File: src/inc/fccd_defines.vh
// Purpose: constants for the flash configuration command decoder
// Assumes: 64-byte reports delivered one byte per strobe, index 0 first
// Notes:   definitions only
`ifndef FCCD_DEFINES_VH
`define FCCD_DEFINES_VH
`define FCCD_CMD_WRITE_FLASH   8'hb1
`define FCCD_SUB_CHIP          8'h00
`define FCCD_SUB_PINS          8'h01
`define FCCD_SUB_STR_FIRST     8'h02
`define FCCD_SUB_STR_LAST      8'h04
`define FCCD_RESP_OK           8'h00
`define FCCD_RESP_UNSUPPORTED  8'h01
`define FCCD_REPORT_LAST       6'h3f
`define FCCD_IDX_CMD           6'h00
`define FCCD_IDX_SUB           6'h01
`define FCCD_IDX_PIN0          6'h02
`define FCCD_IDX_PIN1          6'h03
`define FCCD_IDX_PIN2          6'h04
`define FCCD_IDX_INTCFG        6'h05
`define FCCD_IDX_VID_LO        6'h06
`define FCCD_IDX_VID_HI        6'h07
`define FCCD_IDX_PID_LO        6'h08
`define FCCD_IDX_PID_HI        6'h09
`define FCCD_IDX_POWER         6'h0a
`define FCCD_IDX_CURRENT       6'h0b
`define FCCD_IDX_PWD_FIRST     6'h0c
`define FCCD_IDX_PWD_LAST      6'h13
`define FCCD_BIT_NEG_EDGE      6
`define FCCD_BIT_POS_EDGE      5
`define FCCD_BIT_REF_HI        4
`define FCCD_BIT_REF_LO        3
`define FCCD_BIT_REF_SRC       2
`define FCCD_BIT_PIN_LEVEL     4
`define FCCD_BIT_PIN_DIR       3
`define FCCD_FUNC_GPIO         3'h0
`define FCCD_P0_MAX_CODE       3'h2
`define FCCD_P1_MAX_CODE       3'h4
`define FCCD_P2_MAX_CODE       3'h3
`define FCCD_RST_PIN_CFG       5'h08
`define FCCD_RST_INTCFG        8'h00
`define FCCD_RST_WORD16        16'h0000
`define FCCD_RST_BYTE          8'h00
`endif

File: src/rtl/fccd_edge_detect.v
// Purpose: interrupt-detection input edge detector with sticky flag
// Assumes: input already synchronous to i_clk_sys
// Notes:   set wins over a same-cycle clear
`timescale 1ns/1ns
module fccd_edge_detect
(
   input  wire i_clk_sys,
   input  wire i_rst,
   input  wire i_ce,
   input  wire i_pin,
   input  wire i_neg_en,
   input  wire i_pos_en,
   input  wire i_clear,
   output reg  o_flag
);
   reg  prev_reg;
   wire fall;
   wire rise;

   assign fall = prev_reg & ~i_pin;
   assign rise = ~prev_reg & i_pin;

   // sticky flag; the event is kept if it lands on the clear cycle
   always @(posedge i_clk_sys or posedge i_rst)
   begin
      if (i_rst)
      begin
         prev_reg <= 1'b0;
         o_flag   <= 1'b0;
      end
      else if (i_ce)
      begin
         prev_reg <= i_pin;
         if ((i_neg_en & fall) | (i_pos_en & rise))
            o_flag <= 1'b1;
         else if (i_clear)
            o_flag <= 1'b0;
      end
   end
endmodule // fccd_edge_detect

File: src/rtl/fccd_decoder.v
// Purpose: decode write-flash chip-settings and pin-settings reports
// Assumes: report bytes arrive on i_byte_valid, index 0 first, 64 per report
// Notes:   staged values are committed at report end; edge enables act at once, pins and reference after reset
`timescale 1ns/1ns
`include "fccd_defines.vh"

// Notes on behaviour
// - falling edge sets flag when enabled
// - rising edge sets flag when enabled
// - two bits pick internal reference level
// - one bit picks internal reference or supply
// - vendor id from bytes six, seven
// - product id from bytes eight, nine
// - power attributes byte stored unchanged
// - current byte stored, times two milliamps
// - bytes twelve to nineteen form password
// - command b1 sub 01 means pin write
// - bit four is power-up output level
// - bit three is direction, one input
// - pin zero function codes, high ignored
// - pin one function codes, high ignored
// - pin two function codes, high ignored
// - unknown sub-code answers unsupported
module fccd_decoder
(
   input  wire        i_clk_sys,
   input  wire        i_rst,
   input  wire        i_ce,
   input  wire        i_byte_valid,
   input  wire [7:0]  i_byte,
   input  wire        i_int_pin,
   input  wire        i_int_clear,
   output reg         o_int_flag,
   output reg         o_resp_valid,
   output reg  [7:0]  o_resp_code,
   output reg         o_commit,
   output reg  [7:0]  o_nv_intcfg,
   output reg  [15:0] o_nv_vid,
   output reg  [15:0] o_nv_pid,
   output reg  [7:0]  o_nv_power,
   output reg  [7:0]  o_nv_current,
   output reg  [63:0] o_nv_password,
   output reg  [14:0] o_nv_pins,
   output reg  [1:0]  o_adc_ref_level,
   output reg         o_adc_ref_internal,
   output reg  [2:0]  o_pin_func,
   output reg  [2:0]  o_pin_dir_in,
   output reg  [2:0]  o_pin_level
);
   reg  [5:0]  idx_reg;
   reg         is_wf_reg;
   reg  [7:0]  sub_reg;
   reg  [7:0]  st_intcfg_reg;
   reg  [15:0] st_vid_reg;
   reg  [15:0] st_pid_reg;
   reg  [7:0]  st_power_reg;
   reg  [7:0]  st_current_reg;
   reg  [63:0] st_pwd_reg;
   reg  [14:0] st_pins_reg;
   reg  [14:0] live_pins_reg;
   reg         applied_reg;
   wire        last_byte;
   wire        edge_flag;
   integer     k;
   integer     j;

   // keep function code only when defined for that pin, else hold old code
   function [4:0] fccd_pin_merge;
      input [7:0] new_b;
      input [4:0] old_b;
      input [2:0] max_code;
      begin
         if (new_b[2:0] <= max_code)
            fccd_pin_merge = new_b[4:0];
         else
            fccd_pin_merge = {new_b[4:3], old_b[2:0]};
      end
   endfunction

   assign last_byte = i_byte_valid && (idx_reg == `FCCD_REPORT_LAST);

   ////////////////////////////////////////////////////////////////////////////
   // report capture: index counter, header and staging
   always @(posedge i_clk_sys or posedge i_rst)
   begin
      if (i_rst)
      begin
         idx_reg        <= 6'h00;
         is_wf_reg      <= 1'b0;
         sub_reg        <= `FCCD_RST_BYTE;
         st_intcfg_reg  <= `FCCD_RST_INTCFG;
         st_vid_reg     <= `FCCD_RST_WORD16;
         st_pid_reg     <= `FCCD_RST_WORD16;
         st_power_reg   <= `FCCD_RST_BYTE;
         st_current_reg <= `FCCD_RST_BYTE;
         st_pwd_reg     <= 64'h0000000000000000;
         st_pins_reg    <= {3{`FCCD_RST_PIN_CFG}};
      end
      else if (i_ce && i_byte_valid)
      begin
         idx_reg <= idx_reg + 6'h01; // wraps to zero after byte 63
         if (idx_reg == `FCCD_IDX_CMD)
            is_wf_reg <= (i_byte == `FCCD_CMD_WRITE_FLASH);
         if (idx_reg == `FCCD_IDX_SUB)
            sub_reg <= i_byte;
         if (idx_reg == `FCCD_IDX_PIN0)
            st_pins_reg[4:0] <= fccd_pin_merge(i_byte, o_nv_pins[4:0], `FCCD_P0_MAX_CODE);
         if (idx_reg == `FCCD_IDX_PIN1)
            st_pins_reg[9:5] <= fccd_pin_merge(i_byte, o_nv_pins[9:5], `FCCD_P1_MAX_CODE);
         if (idx_reg == `FCCD_IDX_PIN2)
            st_pins_reg[14:10] <= fccd_pin_merge(i_byte, o_nv_pins[14:10], `FCCD_P2_MAX_CODE);
         // bits 7, 1 and 0 are dropped
         if (idx_reg == `FCCD_IDX_INTCFG)
            st_intcfg_reg <= {1'b0, i_byte[6:2], 2'b00};
         if (idx_reg == `FCCD_IDX_VID_LO)
            st_vid_reg[7:0] <= i_byte;
         if (idx_reg == `FCCD_IDX_VID_HI)
            st_vid_reg[15:8] <= i_byte;
         if (idx_reg == `FCCD_IDX_PID_LO)
            st_pid_reg[7:0] <= i_byte;
         if (idx_reg == `FCCD_IDX_PID_HI)
            st_pid_reg[15:8] <= i_byte;
         if (idx_reg == `FCCD_IDX_POWER)
            st_power_reg <= i_byte;
         if (idx_reg == `FCCD_IDX_CURRENT)
            st_current_reg <= i_byte;
         // password byte n lands in bits 8n+7..8n, first byte lowest
         for (k = 0; k < 8; k = k + 1)
            if (idx_reg == `FCCD_IDX_PWD_FIRST + k[5:0])
               st_pwd_reg[k*8 +: 8] <= i_byte;
      end
   end

   ////////////////////////////////////////////////////////////////////////////
   // commit at report end; nonvolatile image and response
   always @(posedge i_clk_sys or posedge i_rst)
   begin
      if (i_rst)
      begin
         o_resp_valid  <= 1'b0;
         o_resp_code   <= `FCCD_RESP_OK;
         o_commit      <= 1'b0;
         o_nv_intcfg   <= `FCCD_RST_INTCFG;
         o_nv_vid      <= `FCCD_RST_WORD16;
         o_nv_pid      <= `FCCD_RST_WORD16;
         o_nv_power    <= `FCCD_RST_BYTE;
         o_nv_current  <= `FCCD_RST_BYTE;
         o_nv_password <= 64'h0000000000000000;
         o_nv_pins     <= {3{`FCCD_RST_PIN_CFG}};
      end
      else if (i_ce)
      begin
         o_resp_valid <= 1'b0;
         o_commit     <= 1'b0;
         if (last_byte && is_wf_reg)
         begin
            o_resp_valid <= 1'b1;
            o_resp_code  <= `FCCD_RESP_OK;
            if (sub_reg == `FCCD_SUB_CHIP)
            begin
               o_commit      <= 1'b1;
               o_nv_intcfg   <= st_intcfg_reg;
               o_nv_vid      <= st_vid_reg;
               o_nv_pid      <= st_pid_reg;
               o_nv_power    <= st_power_reg;
               o_nv_current  <= st_current_reg;
               o_nv_password <= st_pwd_reg;
            end
            else if (sub_reg == `FCCD_SUB_PINS)
            begin
               o_commit  <= 1'b1;
               o_nv_pins <= st_pins_reg;
            end
            else if (sub_reg < `FCCD_SUB_STR_FIRST || sub_reg > `FCCD_SUB_STR_LAST)
               o_resp_code <= `FCCD_RESP_UNSUPPORTED;
         end
      end
   end

   ////////////////////////////////////////////////////////////////////////////
   // live settings: copied from the stored image once after reset only,
   // so a commit never disturbs running pins until the next reset
   always @(posedge i_clk_sys or posedge i_rst)
   begin
      if (i_rst)
      begin
         applied_reg        <= 1'b0;
         live_pins_reg      <= {3{`FCCD_RST_PIN_CFG}};
         o_adc_ref_level    <= 2'b00;
         o_adc_ref_internal <= 1'b0;
         o_pin_func         <= 3'h0;
         o_pin_dir_in       <= 3'h7;
         o_pin_level        <= 3'h0;
         o_int_flag         <= 1'b0;
      end
      else if (i_ce)
      begin
         o_int_flag <= edge_flag;
         if (!applied_reg)
         begin
            applied_reg        <= 1'b1;
            live_pins_reg      <= o_nv_pins;
            o_adc_ref_level    <= o_nv_intcfg[`FCCD_BIT_REF_HI:`FCCD_BIT_REF_LO];
            o_adc_ref_internal <= o_nv_intcfg[`FCCD_BIT_REF_SRC];
         end
         // per pin: gpio flag, direction, power-up drive level
         for (j = 0; j < 3; j = j + 1)
         begin
            o_pin_func[j]   <= (live_pins_reg[j*5 +: 3] == `FCCD_FUNC_GPIO);
            o_pin_dir_in[j] <= live_pins_reg[j*5 + `FCCD_BIT_PIN_DIR];
            o_pin_level[j]  <= live_pins_reg[j*5 + `FCCD_BIT_PIN_LEVEL];
         end
      end
   end

   fccd_edge_detect u_edge
   (
      .i_clk_sys (i_clk_sys),
      .i_rst     (i_rst),
      .i_ce      (i_ce),
      .i_pin     (i_int_pin),
      .i_neg_en  (o_nv_intcfg[`FCCD_BIT_NEG_EDGE]),
      .i_pos_en  (o_nv_intcfg[`FCCD_BIT_POS_EDGE]),
      .i_clear   (i_int_clear),
      .o_flag    (edge_flag)
   );
endmodule // fccd_decoder

File: config.mk
export PLATFORM = sky130hd
export DESIGN_NAME = fccd_decoder
export DESIGN_NICKNAME = d
export VERILOG_FILES = /design/src/rtl/fccd_edge_detect.v /design/src/rtl/fccd_decoder.v
export VERILOG_INCLUDE_DIRS = /design/src /design/src/inc
export SDC_FILE = /design/constraint.sdc
export NUM_CORES = 1
export LEC_CHECK = 0
export CAP_MARGIN = 20
export CELL_PAD_IN_SITES_DETAIL_PLACEMENT = 1
export CELL_PAD_IN_SITES_GLOBAL_PLACEMENT = 1
export CORE_ASPECT_RATIO = 1.2
export CORE_MARGIN = 2
export CORE_UTILIZATION = 47
export DETAILED_ROUTE_END_ITERATION = 12
export DONT_BUFFER_PORTS = 1
export PLACE_DENSITY = 0.73
export SYNTH_ARGS = -nofsm -noshare
export SYNTH_HDL_FRONTEND = slang
export SYNTH_HIERARCHICAL = 1
export SYNTH_SLANG_ARGS = --single-unit
export TNS_END_PERCENT = 1
File: constraint.sdc
create_clock -name i_clk_sys -period 8.9 [get_ports i_clk_sys]
set_input_delay 0.445 -clock i_clk_sys [delete_from_list [all_inputs] [get_ports i_clk_sys]]
set_output_delay 0.445 -clock i_clk_sys [all_outputs]
set_load 0.01 [all_outputs]
After elaboration in Yosys (flattened, before gate mapping)
Index checks and enable logic that the tools add are counted.
{ "classes": {"addsub": 1, "magnitude_cmp": 5, "eq_ne": 22, "mux": 12, "n_bitwise": 9, "reduce_logical": 35} }
{ "op_table": {"columns": ["cell", "n"], "rows": [
  ["== test 6 x 4 -> 1 bit (second input constant)", 8],
  ["AND reduction 2 bit", 23],
  ["== test 6 x 3 -> 1 bit (second input constant)", 4],
  ["== test 6 x 5 -> 1 bit (second input constant)", 4],
  ["== test 6 x 2 -> 1 bit (second input constant)", 2],
  ["zero test 3 bit", 3],
  ["2-to-1 mux 1 bit", 9],
  ["2-to-1 mux 3 bit", 3],
  ["== test 8 x 1 -> 1 bit (second input constant)", 1],
  ["== test 8 bit (second input constant)", 1],
  ["> comparator 8 x 3 -> 1 bit (second input constant)", 1],
  ["zero test 8 bit", 1],
  ["< comparator 8 x 2 -> 1 bit (second input constant)", 1],
  ["adder 6 x 1 -> 6 bit (second input constant)", 1],
  ["== test 6 x 1 -> 1 bit (second input constant)", 1],
  ["== test 6 bit (second input constant)", 1],
  ["less-or-equal comparator 3 x 2 -> 1 bit (second input constant)", 2],
  ["zero test 6 bit", 1],
  ["AND 1 bit", 4],
  ["inverter 1 bit", 4],
  ["AND reduction 4 bit", 1],
  ["less-or-equal comparator 3 bit (second input constant)", 1],
  ["logical AND 1 bit", 3],
  ["AND reduction 3 bit", 1],
  ["other kinds (3)", 3]
]} }
{ "word_totals": {"ff_bits": 320, "input_bits": 14, "out_inout_bits": 158, "elab_cells": 125} }

Longest topological paths before layout
Gate-level depths: netlist of the first run.
{ "logic_depth": {"ltp_word": 6, "depth_mapped": 7, "mapped_depth_nobuf": 6} }

Modules after synthesis
Netlist of the first run, hierarchy kept.
{ "modules_own_cells": {"columns": ["mod", "n_inst", "cells_per_inst", "area_each_um2", "seq_area_each_um2"], "rows": [
  ["fccd_decoder", 1, 756, 11912.7, 7797.5],
  ["fccd_edge_detect", 1, 8, 101.3, 50.0]
]} }

Worst setup path before layout of the first run
OpenSTA, ideal clock, no wires.
{ "synth_timing": {"kind": "reg-to-reg", "startpoint": "register idx_reg[0]", "endpoint": "register o_nv_pins[5]", "setup_time_ns": 0.128, "arrival_time_ns": 1.862, "t_required_ns": 8.772, "setup_slack_ns": 6.911, "path_stages_with_launch": 7, "path_buffers": 1, "period_less_slack_ns": 1.989, "path_cell_list": "dfrtp_1 ha_1 nand3_1 nor3_2 nand4_1 buf_2 mux2_1"} }
{ "synth_between": {"elab_chain_len": 4} }
{ "synth_rtl": {"columns": ["item", "line_no", "source"], "rows": [
  ["start, declared", "fccd_decoder.v:50", "reg [5:0] idx_reg;"],
  ["start signal, assigned", "fccd_decoder.v:101", "idx_reg <= idx_reg + 6'h01;"],
  ["== test 6 bit (no source line)", null, null],
  ["logical AND 1 bit", "fccd_decoder.v:80", "assign last_byte = i_byte_valid && (idx_reg == `FCCD_REPORT_LAST);"],
  ["logical AND 1 bit", "fccd_decoder.v:155", "if (last_byte && is_wf_reg)"],
  ["AND reduction 4 bit (no source line)", null, null],
  ["end signal, assigned", "fccd_decoder.v:149", "o_nv_pins <= {3{`FCCD_RST_PIN_CFG}};"],
  ["end signal, assigned", "fccd_decoder.v:172", "o_nv_pins <= st_pins_reg;"],
  ["end, declared", "fccd_decoder.v:43", "output reg [14:0] o_nv_pins,"]
]} }
Every way passes these cells.
A chain may end at the register's enable or synchronous reset.

Worst setup path after layout of the first run
{ "layout_timing": {"startpoint": "register idx_reg[1]", "endpoint": "register o_nv_pid[1]"} }
{ "layout_between": {"elab_chain_len": 4} }
{ "layout_rtl": {"columns": ["item", "line_no", "source"], "rows": [
  ["== test 6 bit (no source line)", null, null],
  ["logical AND 1 bit", "fccd_decoder.v:80", null],
  ["logical AND 1 bit", "fccd_decoder.v:155", null],
  ["AND reduction 3 bit (no source line)", null, null],
  ["end signal, assigned", "fccd_decoder.v:145", "o_nv_pid <= `FCCD_RST_WORD16;"],
  ["end signal, assigned", "fccd_decoder.v:164", "o_nv_pid <= st_pid_reg;"],
  ["end, declared", "fccd_decoder.v:39", "output reg [15:0] o_nv_pid,"]
]} }
Every way passes these cells.

==> results of run 1 <==
[cell type report]
type	instances	area, µm²
clock buffers	50	907
clock inverters	4	45.0
well taps	330	413
flip-flops and latches	313	7850
multi-input cells	408	3950
fillers	2403	12000
repair buffers	9	95.1
inverters	5	22.5
[synthesized netlist by cell type, drive strengths merged, types with 4 or more instances]
master	number	share of area, %
and3	4	0.21
buf	27	1.4
clkbuf	20	0.62
dfrtp	301	63
dfstp	12	2.6
ha	4	0.42
inv	4	0.12
mux2	290	27
nand2	39	1.2
nand3	4	0.21
nor2	8	0.25
o21ai	10	0.42
[worst max-delay path: cells and delay by family, from the launching register on]
kind	cells	cell delay, ns
and+or+nand+nor	3	1.37
adders and majority gates	1	0.20
DFF	1	0.42
buffers and inverters	1	0.67
muxes	1	0.44
[layer usage]
layer	GRT usage (%)	wire, µm	part of all wire (%)
met2	35.7	13800	52
met1	24.2	10400	39
met5	0	0	0
met4	4.99	493	1.9
met3	5.39	1750	6.6
[report_power, final]
part | total [mW] | switching [mW] | internal, mW
Clock | 1.23 | 0.513 | 0.717
Combinational | 0.358 | 0.157 | 0.201
Sequential | 1.80 | 0.138 | 1.67
[path summary, 6_finish.rpt]
check,from,endpoint,slack [ns],cells after the start
worst min register to register,live_pins_reg[10],o_pin_func[2],0.46,1
min in group asynchronous,i_rst,u_edge/prev_reg,0.27,2
worst max-delay path,idx_reg[1],o_nv_pid[1],5.57,6
worst max register to register,idx_reg[1],o_nv_pid[1],5.57,6
max in group asynchronous,i_rst,o_nv_password[14],6.43,5
worst min-delay path,i_byte[6],st_power_reg[6],0.04,1
[kinds of logic after synthesis]
kind of cell    count (synthesis)  share of synthesized area [%]
mux                           292                           27.4
simple gates                   73                           3.00
other cells                     1                         0.0312
compound gates                 24                           1.29
fa+ha+maj                       4                          0.417
flops                         313                           65.3
buf+inv                        52                           2.20
xor+xnor                        5                          0.365
[what timing repair did]
action | CTS | global route
endpoints found under the hold margin | 29 | 0
buffers inserted | 0 | 0
hold buffers | 3 | 0
==> flow_summary.json, run 1 <==
{
  "status": "completed",
  "maxCapViolCount": 0,
  "portBuffers": 0,
  "cts.sinks": 313,
  "num_io_pins": 172,
  "yosysSeqAreaShare_pct": 65.3,
  "final_cell_mix": "dfrtp_1, mux2_2, mux2_1, nand2_1, clkbuf_16",
  "grt_max_degree": 86,
  "grt_pass1_vias": 6908,
  "start_util_pct": 47.5,
  "finalClockSkew_ns": 0.0173,
  "grt_overflow": 0,
  "worstMarginPinSlew_ns": 0.978,
  "cp-end-kind": "flip-flop",
  "hold_ws_ns": 0.0359,
  "post-route-period-util_pct": 37.4,
  "min_path_type": "in -> reg",
  "drc_errors": 0,
  "grt_usage_pct": 20.1,
  "drtPass1Iterations": 4,
  "hold_viol": 0,
  "antenna_cells": 0,
  "clk_path_buf_depth": 3,
  "dieArea_um2": 26900,
  "setup_ws_ns": 5.57,
  "core_area_um2": 25300,
  "post_cts_resized": 0,
  "post-route-min-period_ns": 3.33,
  "die_height_um": 179,
  "wire_per_inst_um": 23.6,
  "synth-edff-count": 0,
  "stdcell_area_um2": 13300,
  "clk_pin_slew_ns": 0.06,
  "crit_fanout": 62,
  "h-tree-depth": 1,
  "setup_viol": 0,
  "cts_tree": "done",
  "dp.cells": 1061,
  "ctsRootBufferMaster": "clkbuf_16",
  "dp_hpwl_um": 16700,
  "insertion_delay_ns": 0.55,
  "path_cells": "ha_1, nand3_1, nor3_2, nand3_4, buf_4, mux2_1",
  "grt_pass1_wl_um": 41300,
  "power.density_nw_per_um2": 256,
  "maxSlewHeadroom_pct": 34.8,
  "syn_inst": 764,
  "cp.required_ns": 9.33,
  "clock.fmax_mhz": 300,
  "antenna_found_initial": 0,
  "cp_slowest_cell": "nand3_4",
  "max_stage_delay_ns": 0.73,
  "std_cell_rows": 64,
  "die_w_um": 150,
  "dpl_cell_area_um2": 12300,
  "antenna_left": 0,
  "syn_area_um2": 12000,
  "p_total_mw": 3.39,
  "yosys_warnings": 6,
  "layout.nets": 785,
  "ys.flop_type": "dfrtp_1",
  "ir_worst_vdd_uv": 194,
  "syn_to_final_growth_pct": 10.5,
  "finalSetupTns_ns": 0,
  "gp_congestion": 0.741,
  "startpoint_type": "flip-flop",
  "avgSynthCellArea_um2": 15.7,
  "drtIter0Drc": 261,
  "criticalPathCategory": "reg -> reg",
  "final-max-slew-violation-count": 0,
  "rsz0062_at_grt": "false",
  "drt_wl_total_um": 26400,
  "final_util_pct": 52.5,
  "cts_buffers": 30,
  "ys_ff_latch": 313,
  "drive_above_1_share_pct": 29.2,
  "viasPerCell": 5.57,
  "place_ws_ns": 5.56,
  "num_vias": 6232,
  "instances_no_fill": 1119,
  "arrival_ns": 3.76,
  "layout_commonest_cell": "dfrtp_1",
  "async_flop_share_pct": 100,
  "power.leakage_nw": 6.78,
  "synth_cell_types": 41
}
Power figures use the tool's default switching activity.
==> run 2, diff against run 1 <==
--- a/config.mk
+++ b/config.mk
@@ -11,10 +11,10 @@
 export CELL_PAD_IN_SITES_GLOBAL_PLACEMENT = 1
 export CORE_ASPECT_RATIO = 1.2
 export CORE_MARGIN = 2
-export CORE_UTILIZATION = 47
+export CORE_UTILIZATION = 50
 export DETAILED_ROUTE_END_ITERATION = 12
 export DONT_BUFFER_PORTS = 1
-export PLACE_DENSITY = 0.73
+export PLACE_DENSITY = 0.74
 export SYNTH_ARGS = -nofsm -noshare
 export SYNTH_HDL_FRONTEND = slang
 export SYNTH_HIERARCHICAL = 1
==> constraint.sdc (replaced) <==
create_clock -name i_clk_sys -period 3.2 [get_ports i_clk_sys]
set_input_delay 0.16 -clock i_clk_sys [delete_from_list [all_inputs] [get_ports i_clk_sys]]
set_output_delay 0.16 -clock i_clk_sys [all_outputs]
set_load 0.01 [all_outputs]
==> flow_summary.json, run 2 (synthesis results as in run 1) <==
{
  "cp_slowest_cell": "dlygate4sd3_1",
  "finalClockSkew_ns": 0.0260,
  "cts_tree": "done",
  "drive_above_1_share_pct": 30.8,
  "start_util_pct": 50.6,
  "layout_commonest_cell": "dfrtp_1",
  "ir_worst_vdd_uv": 430,
  "maxCapViolCount": 0,
  "hp-start": "i_ce",
  "clk_path_buf_depth": 3,
  "arrival_ns": 3.12,
  "critPathTopFamily": "buffers and inverters",
  "worstMarginPinSlew_ns": 1.06,
  "clock.fmax_mhz": 371,
  "cts.sinks": 313,
  "rsz0062_at_grt": "false",
  "grt_max_degree": 98,
  "cts_hold_buf": 24,
  "std_cell_rows": 62,
  "drc_errors": 0,
  "max_stage_delay_ns": 1.04,
  "grt_overflow": 0,
  "dp_hpwl_um": 16700,
  "drt_wl_total_um": 27400,
  "stdcell_area_um2": 13700,
  "cts_post_setup_buffers_inserted": 0,
  "grt_usage_pct": 22.0,
  "startpoint_type": "input pin",
  "clk_pin_slew_ns": 0.06,
  "antenna_left": 0,
  "grt_pass1_vias": 7306,
  "hold_ws_ns": 0.106,
  "dp.cells": 1056,
  "drtPass1Iterations": 4,
  "h-tree-depth": 1,
  "maxSlewHeadroom_pct": 29.2,
  "min_path_type": "in -> reg",
  "final_cell_mix": "dfrtp_1, mux2_2, mux2_1, nand2_1, clkbuf_16",
  "antenna_cells": 0,
  "num_io_pins": 172,
  "post_cts_resized": 0,
  "dpl_cell_area_um2": 12300,
  "viasPerCell": 5.57,
  "path_cells": "dlygate4sd3_1, clkinv_1, nor2_2, mux2_2",
  "cp.required_ns": 3.62,
  "power.density_nw_per_um2": 727,
  "final-max-slew-violation-count": 0,
  "critPathBufInv": 2,
  "crit_fanout": 18,
  "cp-end-kind": "flip-flop",
  "finalSetupTns_ns": 0,
  "post-route-min-period_ns": 2.70,
  "r2r-start": "idx_reg[2]",
  "power.leakage_nw": 6.99,
  "syn_to_final_growth_pct": 14.0,
  "cts_buffers": 30,
  "antenna_found_initial": 0,
  "die_w_um": 146,
  "core_area_um2": 23700,
  "status": "completed",
  "place_ws_ns": 0.736,
  "die_height_um": 174,
  "num_vias": 6331,
  "grt_pass1_wl_um": 43600,
  "insertion_delay_ns": 0.56,
  "portBuffers": 0,
  "nFillCells": 2220,
  "setup_ws_ns": 0.503,
  "drtIter0Drc": 227,
  "critPathLaunch": "i_ce",
  "instances_no_fill": 1136,
  "post-route-period-util_pct": 84.3,
  "ctsRootBufferMaster": "clkbuf_16",
  "criticalPathCategory": "in -> reg",
  "wire_per_inst_um": 24.1,
  "hold_viol": 0,
  "layout.nets": 810,
  "dieArea_um2": 25300,
  "gp_congestion": 0.749,
  "setup_viol": 0
}
==> run 2: final timing paths <==
check / end / slack [ns] / cells after the start
min: is_wf_reg / 0.11 / 3
max in group asynchronous: o_nv_password[26] / 1.96 / 3
min reg2reg: o_pin_func[1] / 0.47 / 1
min in group asynchronous: st_pwd_reg[43] / 0.29 / 2
max: o_adc_ref_level[0] / 0.50 / 4
max reg2reg: st_pwd_reg[12] / 0.65 / 5
==> run 2: cell type report <==
class / count / area, µm² / share of cell area (%)
clock inverter: 17 / 235 / 1.72
inverter: 5 / 22.5 / 0.164
multi-input combinational: 408 / 3950 / 28.8
sequential: 313 / 7850 / 57.3
tap: 320 / 400 / 2.92
timing repair buffer: 34 / 403 / 2.94
clock buffer: 39 / 845 / 6.16
==> run 2: report_power, final <==
part           total, mW  internal (mW)  switching, mW  leakage [nW]
clock               3.79           2.27           1.52         0.528
combinational       1.13          0.628          0.499          2.23
sequential          5.03           4.63          0.400          4.23
==> run 2: routing by layer <==
metal	up-vias	track usage (%)	part of all wire, %
li1	2730	-	-
met1	3418	26.7	39
met2	149	38.9	52
met3	34	6.26	6.5
met4	0	5.80	2.1
met5	-	0	0
==> run 2: tightest hold or removal path: stages <==
cell and delay, ns:
and3_1 0.24, nand2_1 0.13, o21ai_0 0.07
==> run 2: through the flow <==
stage | power (mW) | utilization, %
3_5_place_dp | 6.10 | 51.9
2_1_floorplan | 5.79 | -
4_1_cts | 10.1 | 57.7
3_3_place_gp | 5.93 | 51.9
5_1_grt | 10.4 | 57.7
6_report | 9.95 | 57.7
==> run 3, diff against run 2 <==
==> constraint.sdc (replaced) <==
create_clock -name i_clk_sys -period 2.8 [get_ports i_clk_sys]
set_input_delay 0.14 -clock i_clk_sys [delete_from_list [all_inputs] [get_ports i_clk_sys]]
set_output_delay 0.14 -clock i_clk_sys [all_outputs]
set_load 0.01 [all_outputs]
==> flow_summary.json, run 3 (synthesis results as in run 1) <==
{
  "arrival_ns": 2.98,
  "post-route-period-util_pct": 91.3,
  "clk_pin_slew_ns": 0.07,
  "grt_usage_pct": 21.8,
  "top_usage_layer": "met2",
  "post-route-min-period_ns": 2.56,
  "drc_errors": 0,
  "die_height_um": 174,
  "critPathBufInv": 1,
  "final_cell_mix": "dfrtp_1, mux2_2, mux2_1, nand2_1, clkbuf_16",
  "start_util_pct": 50.6,
  "nFillCells": 2167,
  "ir_worst_vdd_uv": 598,
  "cts_buffers": 30,
  "min_path_type": "in -> reg",
  "gp_congestion": 0.747,
  "viasPerCell": 5.55,
  "maxSlewHeadroom_pct": 35.5,
  "post_cts_resized": 0,
  "max_stage_delay_ns": 0.64,
  "grt_max_degree": 144,
  "die_w_um": 146,
  "power.density_nw_per_um2": 832,
  "syn_to_final_growth_pct": 14.1,
  "final_util_pct": 57.8,
  "cp-end-kind": "flip-flop",
  "cts.sinks": 313,
  "critPathTopFamily": "simple AND/OR/NAND/NOR gates",
  "met3_usage_pct": 5.18,
  "clock.fmax_mhz": 391,
  "core_area_um2": 23700,
  "num_vias": 6310,
  "power.leakage_nw": 7.00,
  "register_area_um2": 7850,
  "clk_path_buf_depth": 3,
  "gr-usage-met2_pct": 39.4,
  "setup_viol": 0,
  "h-tree-depth": 1,
  "cp_slowest_cell": "nor4b_1",
  "status": "completed",
  "startpoint_type": "flip-flop",
  "grt_pass1_wl_um": 43200,
  "criticalPathCategory": "reg -> reg",
  "final-max-slew-violation-count": 0,
  "layout_commonest_cell": "dfrtp_1",
  "layout.nets": 810,
  "drtPass1Iterations": 4,
  "multi_input_area_um2": 3950,
  "cp.required_ns": 3.23,
  "rsz0062_at_grt": "false",
  "grt_overflow": 0,
  "drive_above_1_share_pct": 30.9,
  "drt_wl_total_um": 27100,
  "dp_hpwl_um": 16300,
  "portBuffers": 0,
  "std_cell_rows": 62,
  "grtUsageMet1_pct": 26.7,
  "crit_fanout": 8,
  "finalClockSkew_ns": 0.0145,
  "dieArea_um2": 25300,
  "cts_tree": "done",
  "drtIter0Drc": 200,
  "insertion_delay_ns": 0.55,
  "path_cells": "nor4b_1, nand2_1, mux2_2, dlygate4sd3_1",
  "grt_pass1_vias": 7203,
  "antenna_left": 0,
  "dp.cells": 1056,
  "wire_per_inst_um": 23.8,
  "num_io_pins": 172,
  "worstMarginPinSlew_ns": 0.965,
  "hold_viol": 0,
  "antenna_found_initial": 1,
  "antenna_cells": 0,
  "ctsRootBufferMaster": "clkbuf_16",
  "maxCapViolCount": 0,
  "instances_no_fill": 1136
}
run 3: worst min-delay path, stage by stage:
cell and delay, ns:
and3_1 0.23, nand2_1 0.12, o21ai_0 0.08
run 3: report_power, final:
| part | total, mW | leakage [nW] | switching, mW | internal, mW |
|---|---|---|---|---|
| Combinational | 1.27 | 2.23 | 0.560 | 0.711 |
| Clock | 4.40 | 0.541 | 1.71 | 2.69 |
| Sequential | 5.74 | 4.23 | 0.447 | 5.29 |
run 3: path summary, 6_finish.rpt:
path	endpoint	slack [ns]	start	cells after the start
hold / removal	is_wf_reg	0.08	i_ce	3
max in group asynchronous	st_pwd_reg[11]	1.85	i_rst	3
setup / recovery	st_vid_reg[9]	0.24	idx_reg[5]	4
hold reg to reg	o_pin_func[2]	0.46	live_pins_reg[11]	1
min in group asynchronous	o_adc_ref_level[0]	0.30	i_rst	3
setup reg to reg	st_vid_reg[9]	0.24	idx_reg[5]	4
run 3: area by class of cell:
class / instances / share of cell area (%)
clock buffer: 41 / 6.52
timing repair buffer: 34 / 2.85
multi-input combinational: 408 / 28.8
inverter: 5 / 0.164
sequential: 313 / 57.2
tap: 320 / 2.92
clock inverter: 15 / 1.54
run 3: metrics by stage:
step | TNS, ns | power, mW | hold slack (ns) | setup slack [ns] | instance area [µm²]
after floorplan | -444.17 | 6.62 | -0.119 | -1.47 | 12100
after global placement | 0 | 6.78 | -0.115 | 0.583 | 12300
after detailed placement | 0 | 6.95 | -0.103 | 0.466 | 12300
after CTS | 0 | 11.5 | 0.0620 | 0.248 | 13700
after global routing | 0 | 11.9 | 0.105 | 0.0510 | 13700
final | 0 | 11.4 | 0.0801 | 0.244 | 13700
run 3: timing repair:
action	CTS	global route
hold buffers	24	0
hold endpoints to repair	463	0
buffers inserted	0	0
run 3: routing by layer:
| layer | wire length, µm | share of wire, % |
|---|---|---|
| met1 | 10900 | 40 |
| met4 | 451 | 1.7 |
| met3 | 1630 | 6.0 |
| met2 | 14100 | 52 |
| met5 | 0 | 0 |
